File: src/rtl/rpe_pkg.sv
// constants for the root port error log and access control block
package rpe_pkg;
    // register byte offsets in configuration space
    localparam logic [11:0] HDR_LOG_DW2_OFF = 12'h174;
    localparam logic [11:0] HDR_LOG_DW3_OFF = 12'h178;
    localparam logic [11:0] ROOT_ERR_CMD_OFF = 12'h17c;
    localparam logic [11:0] ROOT_ERR_STS_OFF = 12'h180;
    localparam logic [11:0] ERR_SRC_ID_OFF = 12'h184;
    localparam logic [11:0] ACS_HDR_OFF = 12'h190;
    localparam logic [11:0] ACS_CAP_OFF = 12'h194;
    localparam logic [11:0] ACS_CTL_OFF = 12'h196;
    // root error command fields
    localparam int CMD_COR_EN_BIT = 0;
    localparam int CMD_NONFATAL_EN_BIT = 1;
    localparam int CMD_FATAL_EN_BIT = 2;
    localparam int CMD_W = 3;
    // root error status fields
    localparam int STS_COR_BIT = 0;
    localparam int STS_MULT_COR_BIT = 1;
    localparam int STS_UNCOR_BIT = 2;
    localparam int STS_MULT_UNCOR_BIT = 3;
    localparam int STS_FIRST_FATAL_BIT = 4;
    localparam int STS_NONFATAL_SEEN_BIT = 5;
    localparam int STS_FATAL_SEEN_BIT = 6;
    localparam int STS_W = 7;
    localparam int STS_MSGNUM_LSB = 27;
    localparam int MSGNUM_W = 5;
    // error source identity fields
    localparam int SRC_COR_LSB = 0;
    localparam int SRC_UNCOR_LSB = 16;
    localparam int REQ_ID_W = 16;
    // access control capability header
    localparam logic [15:0] ACS_CAP_ID = 16'h000d;
    localparam logic [3:0] ACS_CAP_VER = 4'h1;
    localparam logic [11:0] ACS_NEXT_PTR = 12'h000;
    // access control capability bits, all unimplemented
    localparam logic [6:0] ACS_CAP_BITS = 7'h00;
    // egress vector size, 8'h00 encodes 256 bits
    localparam logic [7:0] ACS_EGRESS_SIZE = 8'h00;
    localparam int ACS_EGRESS_SIZE_LSB = 8;
    // access control enables
    localparam int CTL_SRC_VALID_BIT = 0;
    localparam int CTL_XLAT_BLOCK_BIT = 1;
    localparam int CTL_REQ_REDIR_BIT = 2;
    localparam int CTL_CPL_REDIR_BIT = 3;
    localparam int CTL_UP_FWD_BIT = 4;
    localparam int CTL_EGRESS_BIT = 5;
    localparam int CTL_XLAT_DIRECT_BIT = 6;
    localparam int CTL_W = 7;
    // writable control bits; the egress enable is read-only
    localparam logic [6:0] CTL_WR_MASK = 7'h5f;
    // reset values
    localparam logic [31:0] LOG_RESET = 32'h0000_0000;
    localparam logic [15:0] ID_RESET = 16'h0000;
    // error message classes
    typedef enum logic [1:0] {
        RPE_MSG_COR,
        RPE_MSG_NONFATAL,
        RPE_MSG_FATAL
    } rpe_msg_t;
endpackage

File: src/rtl/rpe_root_port_err.sv
// root port error logging, root error control and access control registers
`timescale 1ns/10ps
// Notes on behaviour
// (RULE1) header dwords three and four held read-only
// (RULE2) enabled error class raises the interrupt
// (RULE3) first correctable message sets bit 0
// (RULE4) repeat correctable message sets bit 1
// (RULE5) first uncorrectable message sets bit 2
// (RULE6) repeat uncorrectable message sets bit 3
// (RULE7) bit 4 when first uncorrectable is fatal
// (RULE8) bit 5 once any non-fatal seen
// (RULE9) bit 6 once any fatal seen
// (RULE10) status, ids, logs survive warm reset only
// (RULE11) message number read-only in bits 31:27
// (RULE12) first correctable requester id to low half
// (RULE13) first uncorrectable requester id to high half
// (RULE14) capability header id d, version 1, end
// (RULE15) capability bits 0 to 6 read zero
// (RULE16) egress size zero means 256 bits
// (RULE17) bit 0 checks requester bus range
// (RULE18) bit 1 blocks translated upstream memory
// (RULE19) bit 2 redirects peer requests upstream
// (RULE20) bit 3 redirects strict peer read completions
// (RULE21) bit 4 forwards lower redirected traffic up
// (RULE22) bit 6 exempts translated; bit 5 read-only
// (RULE23) software clears status by writing ones
module rpe_root_port_err
    import rpe_pkg::*;
(
    input wire logic CLK_SYS_I,
    input wire logic RESET_I,
    input wire logic WARM_RESET_I,
    input wire logic CFG_WR_I,
    input wire logic CFG_RD_I,
    input wire logic [11:0] CFG_ADDR_I,
    input wire logic [3:0] CFG_BE_I,
    input wire logic [31:0] CFG_WDATA_I,
    output logic [31:0] CFG_RDATA_O,
    output logic CFG_RD_ACK_O,
    input wire logic MSG_VALID_I,
    input wire logic [1:0] MSG_CLASS_I,
    input wire logic [15:0] MSG_REQ_ID_I,
    input wire logic HDR_LOG_WE_I,
    input wire logic [31:0] HDR_DW2_I,
    input wire logic [31:0] HDR_DW3_I,
    input wire logic [4:0] MSG_NUM_I,
    output logic ERR_IRQ_O,
    input wire logic [7:0] SEC_BUS_I,
    input wire logic [7:0] SUB_BUS_I,
    input wire logic UP_REQ_I,
    input wire logic [7:0] UP_REQ_BUS_I,
    input wire logic UP_MEM_REQ_I,
    input wire logic [1:0] UP_AT_I,
    input wire logic P2P_REQ_I,
    input wire logic P2P_TRANSLATED_I,
    input wire logic P2P_CPL_I,
    input wire logic CPL_IS_READ_I,
    input wire logic CPL_RELAXED_I,
    input wire logic LOWER_REDIRECTED_I,
    output logic SRC_VIOLATION_O,
    output logic XLAT_BLOCKED_O,
    output logic REQ_REDIRECT_O,
    output logic CPL_REDIRECT_O,
    output logic UP_FORWARD_O
);

    // address decode shared by reads and writes
    function automatic logic hit(
        input logic [11:0] addr,
        input logic [11:0] off
    );
        hit = (addr[11:2] == off[11:2]);
    endfunction

    logic [31:0] hdr_dw2_q;
    logic [31:0] hdr_dw3_q;
    logic [CMD_W-1:0] cmd_q;
    logic [STS_W-1:0] sts_q;
    logic [STS_W-1:0] sts_d;
    logic [REQ_ID_W-1:0] cor_src_q;
    logic [REQ_ID_W-1:0] uncor_src_q;
    logic [CTL_W-1:0] ctl_q;
    logic [31:0] rdata_d;
    logic [31:0] rdata_q;
    logic rd_ack_q;
    logic irq_q;
    logic [STS_W-1:0] w1c;
    logic msg_cor;
    logic msg_nonfatal;
    logic msg_fatal;
    logic msg_uncor;
    logic wr_cmd;
    logic wr_sts;
    logic wr_ctl;
    logic [31:0] acs_hdr;
    logic [15:0] acs_cap;

    assign msg_cor = MSG_VALID_I && (MSG_CLASS_I == RPE_MSG_COR);
    assign msg_nonfatal = MSG_VALID_I
        && (MSG_CLASS_I == RPE_MSG_NONFATAL);
    assign msg_fatal = MSG_VALID_I && (MSG_CLASS_I == RPE_MSG_FATAL);
    assign msg_uncor = msg_nonfatal || msg_fatal;

    assign wr_cmd = CFG_WR_I && CFG_BE_I[0]
        && hit(CFG_ADDR_I, ROOT_ERR_CMD_OFF);
    assign wr_sts = CFG_WR_I && CFG_BE_I[0]
        && hit(CFG_ADDR_I, ROOT_ERR_STS_OFF);
    // control halfword sits in the upper lanes of the 0x194 dword
    assign wr_ctl = CFG_WR_I && CFG_BE_I[2]
        && hit(CFG_ADDR_I, ACS_CTL_OFF);

    // ones written to the status byte clear flags
    assign w1c = wr_sts ? CFG_WDATA_I[STS_W-1:0] : '0; // [RULE23]

    // header log; warm reset leaves it alone
    always_ff @(posedge CLK_SYS_I) begin
        if (RESET_I) begin
            hdr_dw2_q <= LOG_RESET; // [RULE10]
            hdr_dw3_q <= LOG_RESET;
        end else if (HDR_LOG_WE_I) begin
            hdr_dw2_q <= HDR_DW2_I; // [RULE1]
            hdr_dw3_q <= HDR_DW3_I; // [RULE1]
        end
    end

    // root error command, cleared by either reset
    always_ff @(posedge CLK_SYS_I) begin
        if (RESET_I || WARM_RESET_I) begin
            cmd_q <= '0;
        end else if (wr_cmd) begin
            cmd_q <= CFG_WDATA_I[CMD_W-1:0];
        end
    end

    // status flags: a set in the same cycle beats a clear
    always_comb begin
        sts_d = sts_q & ~w1c;
        if (msg_cor) begin
            if (!sts_q[STS_COR_BIT]) begin
                sts_d[STS_COR_BIT] = 1'b1; // [RULE3]
            end else begin
                sts_d[STS_COR_BIT] = 1'b1;
                sts_d[STS_MULT_COR_BIT] = 1'b1; // [RULE4]
            end
        end
        if (msg_uncor) begin
            if (!sts_q[STS_UNCOR_BIT]) begin
                sts_d[STS_UNCOR_BIT] = 1'b1; // [RULE5]
                if (msg_fatal) begin
                    sts_d[STS_FIRST_FATAL_BIT] = 1'b1; // [RULE7]
                end
            end else begin
                sts_d[STS_UNCOR_BIT] = 1'b1;
                sts_d[STS_MULT_UNCOR_BIT] = 1'b1; // [RULE6]
            end
        end
        if (msg_nonfatal) begin
            sts_d[STS_NONFATAL_SEEN_BIT] = 1'b1; // [RULE8]
        end
        if (msg_fatal) begin
            sts_d[STS_FATAL_SEEN_BIT] = 1'b1; // [RULE9]
        end
    end

    always_ff @(posedge CLK_SYS_I) begin
        if (RESET_I) begin
            sts_q <= '0; // [RULE10]
        end else begin
            sts_q <= sts_d;
        end
    end

    // requester ids of the first correctable and first uncorrectable message
    always_ff @(posedge CLK_SYS_I) begin
        if (RESET_I) begin
            cor_src_q <= ID_RESET; // [RULE10]
        end else if (msg_cor && !sts_q[STS_COR_BIT]) begin
            cor_src_q <= MSG_REQ_ID_I; // [RULE12]
        end
    end

    always_ff @(posedge CLK_SYS_I) begin
        if (RESET_I) begin
            uncor_src_q <= ID_RESET; // [RULE10]
        end else if (msg_uncor && !sts_q[STS_UNCOR_BIT]) begin
            uncor_src_q <= MSG_REQ_ID_I; // [RULE13]
        end
    end

    // interrupt level from enabled classes with a flag standing
    always_ff @(posedge CLK_SYS_I) begin
        if (RESET_I || WARM_RESET_I) begin
            irq_q <= 1'b0;
        end else begin
            irq_q <= (cmd_q[CMD_COR_EN_BIT]
                    && sts_q[STS_COR_BIT])
                || (cmd_q[CMD_NONFATAL_EN_BIT]
                    && sts_q[STS_NONFATAL_SEEN_BIT])
                || (cmd_q[CMD_FATAL_EN_BIT]
                    && sts_q[STS_FATAL_SEEN_BIT]); // [RULE2]
        end
    end

    assign ERR_IRQ_O = irq_q;

    // access control enables; bit 5 never takes a write
    always_ff @(posedge CLK_SYS_I) begin
        if (RESET_I || WARM_RESET_I) begin
            ctl_q <= '0;
        end else if (wr_ctl) begin
            ctl_q <= CFG_WDATA_I[16 +: CTL_W] & CTL_WR_MASK; // [RULE22]
        end
    end

    assign acs_hdr = {ACS_NEXT_PTR, ACS_CAP_VER, ACS_CAP_ID}; // [RULE14]
    assign acs_cap = {ACS_EGRESS_SIZE, 1'b0, ACS_CAP_BITS}; // [RULE15]

    // read mux; unmapped offsets read zero
    always_comb begin
        rdata_d = '0;
        if (hit(CFG_ADDR_I, HDR_LOG_DW2_OFF)) begin
            rdata_d = hdr_dw2_q; // [RULE1]
        end else if (hit(CFG_ADDR_I, HDR_LOG_DW3_OFF)) begin
            rdata_d = hdr_dw3_q; // [RULE1]
        end else if (hit(CFG_ADDR_I, ROOT_ERR_CMD_OFF)) begin
            rdata_d[CMD_W-1:0] = cmd_q;
        end else if (hit(CFG_ADDR_I, ROOT_ERR_STS_OFF)) begin
            rdata_d[STS_W-1:0] = sts_q;
            rdata_d[STS_MSGNUM_LSB +: MSGNUM_W] = MSG_NUM_I; // [RULE11]
        end else if (hit(CFG_ADDR_I, ERR_SRC_ID_OFF)) begin
            rdata_d[SRC_COR_LSB +: REQ_ID_W] = cor_src_q;
            rdata_d[SRC_UNCOR_LSB +: REQ_ID_W] = uncor_src_q;
        end else if (hit(CFG_ADDR_I, ACS_HDR_OFF)) begin
            rdata_d = acs_hdr;
        end else if (hit(CFG_ADDR_I, ACS_CAP_OFF)) begin
            rdata_d[15:0] = acs_cap; // [RULE16]
            rdata_d[16 +: CTL_W] = ctl_q;
        end
    end

    always_ff @(posedge CLK_SYS_I) begin
        if (RESET_I) begin
            rdata_q <= '0;
            rd_ack_q <= 1'b0;
        end else begin
            rd_ack_q <= CFG_RD_I;
            if (CFG_RD_I) begin
                rdata_q <= rdata_d;
            end
        end
    end

    assign CFG_RDATA_O = rdata_q;
    assign CFG_RD_ACK_O = rd_ack_q;

    // forwarding decisions driven by the enables
    assign SRC_VIOLATION_O = ctl_q[CTL_SRC_VALID_BIT] && UP_REQ_I
        && ((UP_REQ_BUS_I < SEC_BUS_I)
        || (UP_REQ_BUS_I > SUB_BUS_I)); // [RULE17]
    assign XLAT_BLOCKED_O = ctl_q[CTL_XLAT_BLOCK_BIT] && UP_MEM_REQ_I
        && (UP_AT_I != 2'h0); // [RULE18]
    assign REQ_REDIRECT_O = ctl_q[CTL_REQ_REDIR_BIT] && P2P_REQ_I
        && !(ctl_q[CTL_XLAT_DIRECT_BIT]
        && P2P_TRANSLATED_I); // [RULE19] [RULE22]
    assign CPL_REDIRECT_O = ctl_q[CTL_CPL_REDIR_BIT] && P2P_CPL_I
        && CPL_IS_READ_I && !CPL_RELAXED_I; // [RULE20]
    assign UP_FORWARD_O = ctl_q[CTL_UP_FWD_BIT]
        && LOWER_REDIRECTED_I; // [RULE21]

endmodule

File: config.mk
export PLATFORM = sky130hd
export DESIGN_NAME = rpe_root_port_err
export DESIGN_NICKNAME = d
export VERILOG_FILES = /design/src/rtl/rpe_pkg.sv /design/src/rtl/rpe_root_port_err.sv
export SDC_FILE = /design/constraint.sdc
export NUM_CORES = 1
export LEC_CHECK = 0
export ABC_AREA = 1
export ABC_CLOCK_PERIOD_IN_PS = 1360
export BUFFER_PORTS_ARGS = -buffer_cell sky130_fd_sc_hd__buf_2
export CORE_UTILIZATION = 43
export CTS_BUF_LIST = sky130_fd_sc_hd__clkbuf_8
export DETAILED_ROUTE_END_ITERATION = 10
export GPL_TIMING_DRIVEN = 0
export PLACE_DENSITY = 0.66
export SETUP_SLACK_MARGIN = 0.2
export SLEW_MARGIN = 0
export SYNTH_ARGS = -nofsm -noshare
export SYNTH_HDL_FRONTEND = slang
export SYNTH_SLANG_ARGS = --single-unit
File: constraint.sdc
create_clock -name CLK_SYS_I -period 1.36 [get_ports CLK_SYS_I]
set_input_delay 0.068 -clock CLK_SYS_I [delete_from_list [all_inputs] [get_ports CLK_SYS_I]]
set_output_delay 0.068 -clock CLK_SYS_I [all_outputs]
set_load 0.03 [all_outputs]
==> metrics.csv, run 1 <==
metric,value,unit
Slew Limit Fails,0,
Tmin final,1241,ps
DP Worst Slack,-403.0,ps
CTS max path bufs,2,
DRT iter0 DRCs,568,
grt total ovfl,0,
Num CTS Buffers,17,
Simple-Gate Fraction of Synth Area,0.2723,
M1 WL,10140,um
number of diodes,0,
Buf/Inv on CP,3,
share of the yosys chip area belonging to registers,0.4330,
placed cell count,1369,
Layout area overhead,44.37,%
Peak supply drop,663.1,uV
Slew @ Worst Pin,657.8,ps
Die Y,127.3,um
most frequent cells in the layout,"nor2_1, buf_2, nand2_1",
PwrDens,934.8,nW/um^2
Avg Inst Size Synth,6.959,um^2
syn nets,1161,
post-route setup slack,118.5,ps
top_reg_cell synth,dfxtp_1,
Final Cycle Share,0.9128,
Mapped Cells,970,
CP Class,in2out,
I/O Buffers,188,
WL per Instance,15.23,um
Max-slew headroom,0.5615,
ranking of synthesized cells by area,"dfxtp_1, nor2_1, o21ai_0, nand2_1, a21oi_1",
Clock Latency Late Sink,460,ps
Async SR Flop Fraction,0,
Post-route DRC,0,
die area,16200,um^2
Die Wd,127.3,um
Starting Density,0.4424,
fin nets,1479,
CTS Sinks,146,
largest fanout on the critical path,2,
Final Hold Vio Count,0,
Post-synth EDFFs,0,
Pre-Repair DR Iteration Count,5,
largest net degree at the start of global routing,17,
post-synth top area share,0.4330,
initial antenna violation count,0,
Ys Warns,0,
fmax,805.5,MHz
post-synthesis adder-cell area fraction,0.02780,
post-synthesis register bit count,146,
area of the mapped netlist,6750,um^2
# H-tree levels,4,
Worst Path Arrival,1170,ps
Tot GR Track Use,0.2845,
CP required,1290,ps
Hold/Removal Path Class,in2reg,
multi-input logic area,3470,um^2
met3 WL post-DR,1244,um
most frequent standard cell in the layout excluding fill and tap cells,nor2_1,
Startpoint Class,input pin,
Worst path top cell family by delay,compound AO/OA/AOI/OAI gates,
RSZ-0062 raised after global routing,true,
crit-path cells,"buf_2, inv_2, ha_4, nand2_2, nor2_4, nand2_1, o211ai_1, o21ai_1, a21oi_2, buf_6",
max-cap violations,0,
worst clock skew,9.811,ps
uppermost routed layer,met4,
GPL Wtd Cong,0.8615,
critical path's largest stage delay,250,ps
Cell variety after synth,35,
layout cell share with drive strength beyond 1,0.2521,
FF+latch area,2935,um^2
largest family of logic cells by synthesized area,simple AND/OR/NAND/NOR gates,
leak pwr,4.372,nW
CP endpoint kind,primary output,
"antenna viol nets, final",0,
met2 routed WL,11080,um
Post-Synth XOR/XNOR Area,0,
Via Count,7435,
status,finished clean,
Final setup viols,0,
vias in the first global route,6960,
routed wire length,23030,um
Layout Cells excl Fill,1512,
mux cell area share after synthesis,0,
post-synthesis compound-gate area fraction,0.1848,
CTS tree,yes,
CP max-delay cell,ha_4,
CTS Root Cell,clkbuf_8,
I/O pin cnt,215,
first-pass GRT wire length,34890,um
Rows,45,
dpl hpwl,16220,um
vias per std cell,4.917,
Core Region,15260,um^2
Filler cells,1420,
"CTS clk-pin slew, worst paths",80,ps
post-synth top area cell,dfxtp_1,
cells by family (layout without fill, tap and decap cells):
family                     Yosys count  count (layout)
adders and majority gates           15              15
AOI/OAI and AO/OA                  240             240
buffers and inverters              137             468
and+or+nand+nor                    432             432
DFF                                146             146
path summary, 6_finish.rpt:
path	from	end	slack, ps	cells after the start
worst min-delay path	CFG_BE_I[2]	ctl_q[6]	20	4
worst max register to register	cor_src_q[6]	CFG_RDATA_O[6]	250	4
worst max-delay path	SUB_BUS_I[4]	SRC_VIOLATION_O	120	10
worst min register to register	cor_src_q[6]	cor_src_q[6]	450	2
per-stage QoR:
stage                 util  power, mW  hold WS [ps]  TNS (ps)  instance area [um^2]
finish              0.6387      9.111         22.65         0                  9746
CTS                 0.6198      9.018         11.72         0                  9458
global route        0.6387      9.493         41.96         0                  9746
floorplan                -      5.205         202.9         0                  6777
global placement    0.5231      5.647         288.9    -21130                  7981
detailed placement  0.5231      5.664         294.9    -21970                  7981
synth_stat cells, types with 3 or more instances:
cell type  instances
nor2_4             4
inv_2              5
nand3_1           43
inv_1             78
buf_6              3
nand2_2            5
nor3_2             4
nand4_1           11
o21ai_1           12
ha_1              15
a21oi_1           86
a21oi_2            8
clkbuf_1          40
nand2_1          157
nor2_1           198
o21ai_0          128
buf_2              6
dfxtp_1          146
tightest hold or removal path: cells and delay by family:
family                 cells  cell delay [ps]
and+or+nand+nor            1              100
buffers and inverters      1               70
AOI/OAI and AO/OA          2              200
flip-flops by register name, summed over array words and instances (netlist names):
register	count
cor_src_q	16
ERR_IRQ_O	1
uncor_src_q	16
cmd_q	3
ctl_q	6
sts_q	7
CFG_RD_ACK_O	1
CFG_RDATA_O	32
hdr_dw3_q	32
hdr_dw2_q	32
routing by layer:
metal	GRT usage	vias to the layer above
li1	-	3781
met1	0.3582	3381
met2	0.4892	241
met3	0.05318	32
met4	0.09384	0
met5	0	-
power by group:
group / internal (mW) / total, mW / switching [mW]
combinational: 0.650 / 1.37 / 0.723
sequential: 4.47 / 4.57 / 0.0958
clock: 1.51 / 3.17 / 1.66
cell type report:
type,instances,area share
plain buffers,52,0.02747
inverters,85,0.03377
multi-input cells,687,0.3560
repair buffers,299,0.2177
clock inverters,13,0.009886
flip-flops and latches,146,0.3012
clock buffers,19,0.02683
well taps,211,0.02709
repair_timing:
item | CTS | global route
hold buffers | 100 | 0
hold endpoints to repair | 116 | 0
pin swaps | 8 | 19
buffers inserted | 3 | 8
cloned | 0 | 0
endpoints found under the setup margin | 67 | 69
gates resized for setup | 34 | 75
Note: power is estimated with default switching activity, not from simulation.
==> run 2: changes to the inputs <==
- ABC_CLOCK_PERIOD_IN_PS: 1360 -> 1600
- clock period: 1.36 -> 1.6 ns (I/O delays scaled with it)
==> run 2 against run 1 <==
Via count grew 0.78%. Routed wire length shrank 3.1%. First-iteration DRC count shrank 2.1%. Clock power shrank 1%. Worst setup slack gained 150 ps. Core utilization shrank 2.2 points. Clock-buffer cell count shrank 1. Critical path depth shrank 2. Combinational power shrank 23%. Hold slack lost 0.53 ps. Sequential share of layout area grew 0.93 points. Largest cell class unchanged. Highest routed layer unchanged.
==> metrics.csv, run 2 (synthesis results as in run 1) <==
metric,value,unit,change
met2 usage,0.4818,,was 0.4892
GR Util met1,0.3574,,was 0.3582
TNS Setup,0,ps,unchanged
Final setup viols,0,,unchanged
CP Class,in2reg,,was in2out
P_int,5.898,mW,was 6.628 mW
Num CTS Buffers,17,,unchanged
RSZ-0062 raised after global routing,true,,unchanged
most frequent standard cell in the layout excluding fill and tap cells,nor2_1,,unchanged
Pre-Repair DR Iteration Count,5,,unchanged
power share of the sequential group,0.481,,was 0.502
dpl hpwl,16240,um,was 16220 um
DP Worst Slack,-215.6,ps,was -403.0 ps
layout cell share with drive strength beyond 1,0.2122,,was 0.2521
fin nets,1469,,was 1479
status,finished clean,,unchanged
Peak supply drop,517.2,uV,was 663.1 uV
placed cell count,1369,,unchanged
Hold/Removal Path Class,in2reg,,unchanged
Rows,45,,unchanged
Max-slew headroom,0.5627,,was 0.5615
vias in the first global route,6990,,was 6960
combinational power share,0.131,,was 0.151
post-CTS setup repair buffer count,0,,was 3
Startpoint Class,input pin,,unchanged
post-route setup slack,267.2,ps,was 118.5 ps
Psw,2.171,mW,was 2.482 mW
Clock Latency Late Sink,460,ps,about the same
Slew Limit Fails,0,,unchanged
Post-route DRC,0,,unchanged
vias per std cell,4.989,,was 4.917
fmax,750.3,MHz,
WL per Instance,14.85,um,was 15.23 um
met3 usage,0.04104,,was 0.05318
Slew @ Worst Pin,655.9,ps,was 657.8 ps
Clk network pwr share,0.388,,was 0.348
GRT Max-Usage Layer,met2,,unchanged
"CTS clk-pin slew, worst paths",70,ps,was 80 ps
# H-tree levels,4,,unchanged
Starting Density,0.4424,,unchanged
DRT iter0 DRCs,556,,was 568
CTS tree,yes,,unchanged
GPL Wtd Cong,0.8793,,was 0.8615
leak pwr,4.282,nW,was 4.372 nW
Final Cycle Share,0.8330,,
Tmin final,1333,ps,
Layout area overhead,39.46,%,was 44.37%
Die Y,127.3,um,unchanged
grt total ovfl,0,,unchanged
CP endpoint kind,flip-flop,,was primary output
CTS max path bufs,2,,unchanged
Final Power,8.069,mW,was 9.111 mW
number of diodes,0,,unchanged
Tot GR Track Use,0.2817,,was 0.2845
Switching Fraction,0.2691,,was 0.2725
Core Region,15260,um^2,unchanged
largest fanout on the critical path,10,,was 2
initial antenna violation count,0,,unchanged
first-pass GRT wire length,34570,um,was 34890 um
largest net degree at the start of global routing,17,,unchanged
Final Hold Vio Count,0,,unchanged
CTS Root Cell,clkbuf_8,,unchanged
"antenna viol nets, final",0,,unchanged
I/O pin cnt,215,,unchanged
worst clock skew,14.81,ps,was 9.811 ps
die area,16200,um^2,unchanged
max-cap violations,0,,unchanged
routed wire length,22310,um,was 23030 um
Die Wd,127.3,um,unchanged
worst hold margin,22.12,ps,was 22.65 ps
Via Count,7493,,was 7435
Layout Cells excl Fill,1502,,was 1512
CTS Sinks,146,,unchanged
CP required,1940,ps,was 1290 ps
Worst Path Arrival,1670,ps,was 1170 ps
PwrDens,857.2,nW/um^2,was 934.8 nW/um^2
I/O Buffers,188,,unchanged
most frequent cells in the layout,"nor2_1, buf_2, nand2_1",,unchanged
-- run 2: changes by cell type in the layout (fill, tap and decap cells not counted), moves of 7 or more --
| cell | delta |
|---|---|
| buf_4 | -14 |
| o21ai_0 | +12 |
| dfxtp_2 | -7 |
| buf_6 | -14 |
| inv_1 | +9 |
| buf_2 | +17 |
| ha_4 | -7 |
| dfxtp_1 | +8 |
| o21ai_1 | -10 |
| inv_2 | -10 |
| ha_1 | +8 |
-- run 2: area by class of cell --
cell class | instances | area, um^2
plain buffers | 52 | 244.0
clock buffers | 18 | 247.7
clock inverters | 14 | 178.9
fillers | 1436 | 5844
inverters | 85 | 321.6
multi-input cells | 687 | 3281
flip-flops and latches | 146 | 2923
well taps | 211 | 264.0
repair buffers | 289 | 1954
-- run 2: what timing repair did --
item	in CTS	in global routing
hold buffers	101	0
resized for setup	0	22
setup endpoints to repair	0	34
hold endpoints to repair	116	0
-- run 2: metrics by stage --
stage	util	cell area (um^2)
2_1_floorplan	-	6750
3_5_place_dp	0.5214	7955
3_3_place_gp	0.5214	7955
5_1_grt	0.6170	9414
4_1_cts	0.6156	9393
6_report	0.6170	9414
-- run 2: path summary, 6_finish.rpt --
kind / startpoint / endpoint / slack [ps] / cells after the start
min reg2reg: cor_src_q[5] / cor_src_q[5] / 450 / 2
max reg2reg: sts_q[0] / cor_src_q[10] / 370 / 4
max: MSG_CLASS_I[0] / uncor_src_q[6] / 270 / 8
min: MSG_CLASS_I[1] / sts_q[2] / 20 / 4
-- run 2: critical path, stage by stage --
cell and delay (ps):
buf_2 110, dlygate4sd3_1 550, nand3_1 110, nand2_1 140
nand2_2 120, clkbuf_2 200, o21ai_0 290, nor2_1 70
-- run 2: power by group through the flow --
| stage | Sequential, mW | Combinational, mW | Clock, mW |
|---|---|---|---|
| final | 3.88 | 1.06 | 3.13 |
| after CTS | 3.88 | 1.04 | 3.16 |
| after detailed placement | 3.97 | 0.847 | 0 |
| after global placement | 3.96 | 0.836 | 0 |
| after global routing | 3.90 | 1.18 | 3.33 |
| after floorplan | 3.95 | 0.470 | 0 |
-- run 2: routing by layer --
layer,wire length (um),vias up,share of wire
li1,-,3759,-
met1,9879,3415,0.44
met2,10470,279,0.47
met3,1346,40,0.060
met4,609,0,0.027
met5,0,-,0
==> run 3: changes to the inputs <==
- ABC_CLOCK_PERIOD_IN_PS: 1600 -> 1300
- clock period: 1.6 -> 1.3 ns (I/O delays scaled with it)
==> run 3 against run 2 <==
Hold slack lost 15 ps. Via count increased by 0.64%. Core utilization up 3.6 points. Non-clock buffer count grew 12. Final area rose by 5.8%. Worst setup slack got worse by 170 ps. Combinational power is 38% higher. Die area unchanged. Cell count is 0.80% higher. First-iteration DRC count is 13% lower. Critical path type is now in2out. Critical endpoint is now SRC_VIOLATION_O. Largest cell class unchanged.
==> metrics.csv, run 3 (synthesis results as in run 1) <==
metric,value,unit,change
CTS Root Cell,clkbuf_8,,unchanged
initial antenna violation count,0,,unchanged
Max-slew headroom,0.4978,,was 0.5627
CP required,1240,ps,was 1940 ps
largest fanout on the critical path,2,,was 10
Num CTS Buffers,17,,unchanged
Tmin final,1204,ps,
CP max-delay cell,ha_4,,was dlygate4sd3_1
Clk network pwr share,0.407,,was 0.388
Layout area overhead,47.54,%,was 39.46%
routed wire length,23550,um,was 22310 um
worst clock skew,10.81,ps,was 14.81 ps
CP endpoint kind,primary output,,was flip-flop
DRT iter0 DRCs,483,,was 556
Core Region,15260,um^2,unchanged
grt total ovfl,0,,unchanged
Tot GR Track Use,0.2910,,was 0.2817
I/O Buffers,188,,unchanged
fmax,830.4,MHz,
Final Cycle Share,0.9264,,
# H-tree levels,4,,unchanged
Register-to-Register Path Depth,5,,was 4
final core utilization,0.6527,,was 0.6170
CTS max path bufs,2,,unchanged
vias per std cell,4.981,,was 4.989
Clock Latency Late Sink,450,ps,was 460 ps
Hold Path Depth,4,,unchanged
Hold/Removal Path Class,in2reg,,unchanged
Slew @ Worst Pin,753.3,ps,was 655.9 ps
"setup slack, reg-to-reg",230,ps,was 370 ps
Via Count,7541,,was 7493
Final Hold Vio Count,0,,unchanged
CTS tree,yes,,unchanged
GPL Wtd Cong,0.8639,,was 0.8793
"CTS clk-pin slew, worst paths",80,ps,was 70 ps
number of diodes,0,,unchanged
layout cell share with drive strength beyond 1,0.2563,,was 0.2122
Die Y,127.3,um,unchanged
first-pass GRT wire length,35760,um,was 34570 um
RSZ-0062 raised after global routing,true,,unchanged
vias in the first global route,7129,,was 6990
leak pwr,4.462,nW,was 4.282 nW
"antenna viol nets, final",0,,unchanged
Switching Fraction,0.2494,,was 0.2691
Filler cells,1348,,was 1436
Die Wd,127.3,um,unchanged
CP Class,in2out,,was in2reg
largest net degree at the start of global routing,17,,unchanged
CTS Sinks,146,,unchanged
critical path's largest stage delay,270,ps,was 550 ps
Reg-to-Reg Start,ctl_q[4],,was sts_q[0]
crit-path cells,"buf_6, ha_4, nand2_4, nor2_4, nand2_1, o211ai_1, o21ai_1, a21oi_2, buf_6",,"was buf_2, dlygate4sd3_1, nand3_1, nand2_1, nand2_2, clkbuf_2, o21ai_0, nor2_1"
Post-route DRC,0,,unchanged
most frequent standard cell in the layout excluding fill and tap cells,nor2_1,,unchanged
die area,16200,um^2,unchanged
Worst Path Arrival,1140,ps,was 1670 ps
Buf/Inv on CP,2,,was 3
Psw,2.625,mW,was 2.171 mW
P_int,7.900,mW,was 5.898 mW
Rows,45,,unchanged
Pre-Repair DR Iteration Count,5,,unchanged
max-cap violations,0,,unchanged
min-delay src,WARM_RESET_I,,was MSG_CLASS_I[1]
Final setup viols,0,,unchanged
combinational power share,0.139,,was 0.131
dpl hpwl,16240,um,about the same
WL per Instance,15.55,um,was 14.85 um
worst hold margin,6.982,ps,was 22.12 ps
most frequent cells in the layout,"nor2_1, buf_2, nand2_1",,unchanged
Worst Hold End,ERR_IRQ_O,,was sts_q[2]
worst r2r dst,CFG_RDATA_O[20],,was cor_src_q[10]
I/O pin cnt,215,,unchanged
power share of the sequential group,0.454,,was 0.481
Worst path top cell family by delay,compound AO/OA/AOI/OAI gates,,was buffers and inverters
Slew Limit Fails,0,,unchanged
Peak supply drop,861.5,uV,was 517.2 uV
Startpoint Class,input pin,,unchanged
PwrDens,1057,nW/um^2,was 857.2 nW/um^2
cell mode on critical path,buf_6,,
fin nets,1481,,was 1469
status,finished clean,,unchanged
Starting Density,0.4424,,unchanged
-- run 3: cell types whose count changed in the layout (fill, tap and decap cells not counted), sizes merged --
cell,delta
inv,-3
clkinv,-1
buf,+10
bufinv,+3
clkbuf,+2
clkinvlp,+1
-- run 3: cell type report --
class / count / area [um^2] / share of cell area
Buffer: 52 / 292.8 / 0.02940
Clock buffer: 18 / 247.7 / 0.02487
Clock inverter: 14 / 235.2 / 0.02362
Inverter: 85 / 339.1 / 0.03405
Multi-Input combinational cell: 687 / 3471 / 0.3485
Sequential cell: 146 / 2934 / 0.2946
Tap cell: 211 / 264.0 / 0.02651
Timing Repair Buffer: 301 / 2176 / 0.2185
-- run 3: metrics by stage --
step           power (mW)  instances  setup WS [ps]  cell area (um^2)  TNS, ps
6_report            10.53       1514          95.71              9960        0
4_1_cts             10.47       1506          95.31              9779        0
2_1_floorplan       5.448        970          151.2              6799        0
3_5_place_dp        5.932       1369         -429.2              8004   -25630
5_1_grt             10.93       1514          7.649              9960        0
3_3_place_gp        5.913       1369         -442.9              8004   -28330
-- run 3: what timing repair did --
item / 4_1_cts / 5_1_grt
setup buffers: 4 / 8
endpoints found under the hold margin: 115 / 0
pin swaps: 18 / 14
hold buffers: 101 / 0
setup endpoints to repair: 88 / 92
resized for setup: 74 / 63
-- run 3: power groups by stage --
stage                     Sequential (mW)  Clock, mW  Combinational (mW)
after floorplan                      4.86          0               0.587
after global placement               4.88          0                1.04
after detailed placement             4.88          0                1.05
after CTS                            4.78       4.31                1.38
after global routing                 4.80       4.52                1.61
final                                4.78       4.28                1.46
-- run 3: worst max-delay path by stage --
stage / start / end / slack (ps) / cells past startpoint
3_3_place_gp: RESET_I / hdr_dw2_q[13] / -440 / 6
4_1_cts: ctl_q[2] / REQ_REDIRECT_O / 100 / 3
2_1_floorplan: CFG_ADDR_I[7] / CFG_RDATA_O[17] / 150 / 11
3_5_place_dp: CFG_ADDR_I[7] / CFG_RDATA_O[4] / -430 / 9
5_1_grt: UP_REQ_BUS_I[0] / SRC_VIOLATION_O / 8 / 11
6_report: UP_REQ_BUS_I[5] / SRC_VIOLATION_O / 100 / 9
-- run 3: metal layers --
metal	global-route usage	routed length [um]
met2	0.4889	11050
met5	0	0
met1	0.3637	10190
met4	0.1232	790
met3	0.05737	1519
-- run 3: worst reg2reg max path: stages (launching register included) --
cell and delay, ps:
dfxtp_2 340, buf_4 110, nand2_1 40, o21ai_0 270, o21ai_1 120, a21oi_1 120
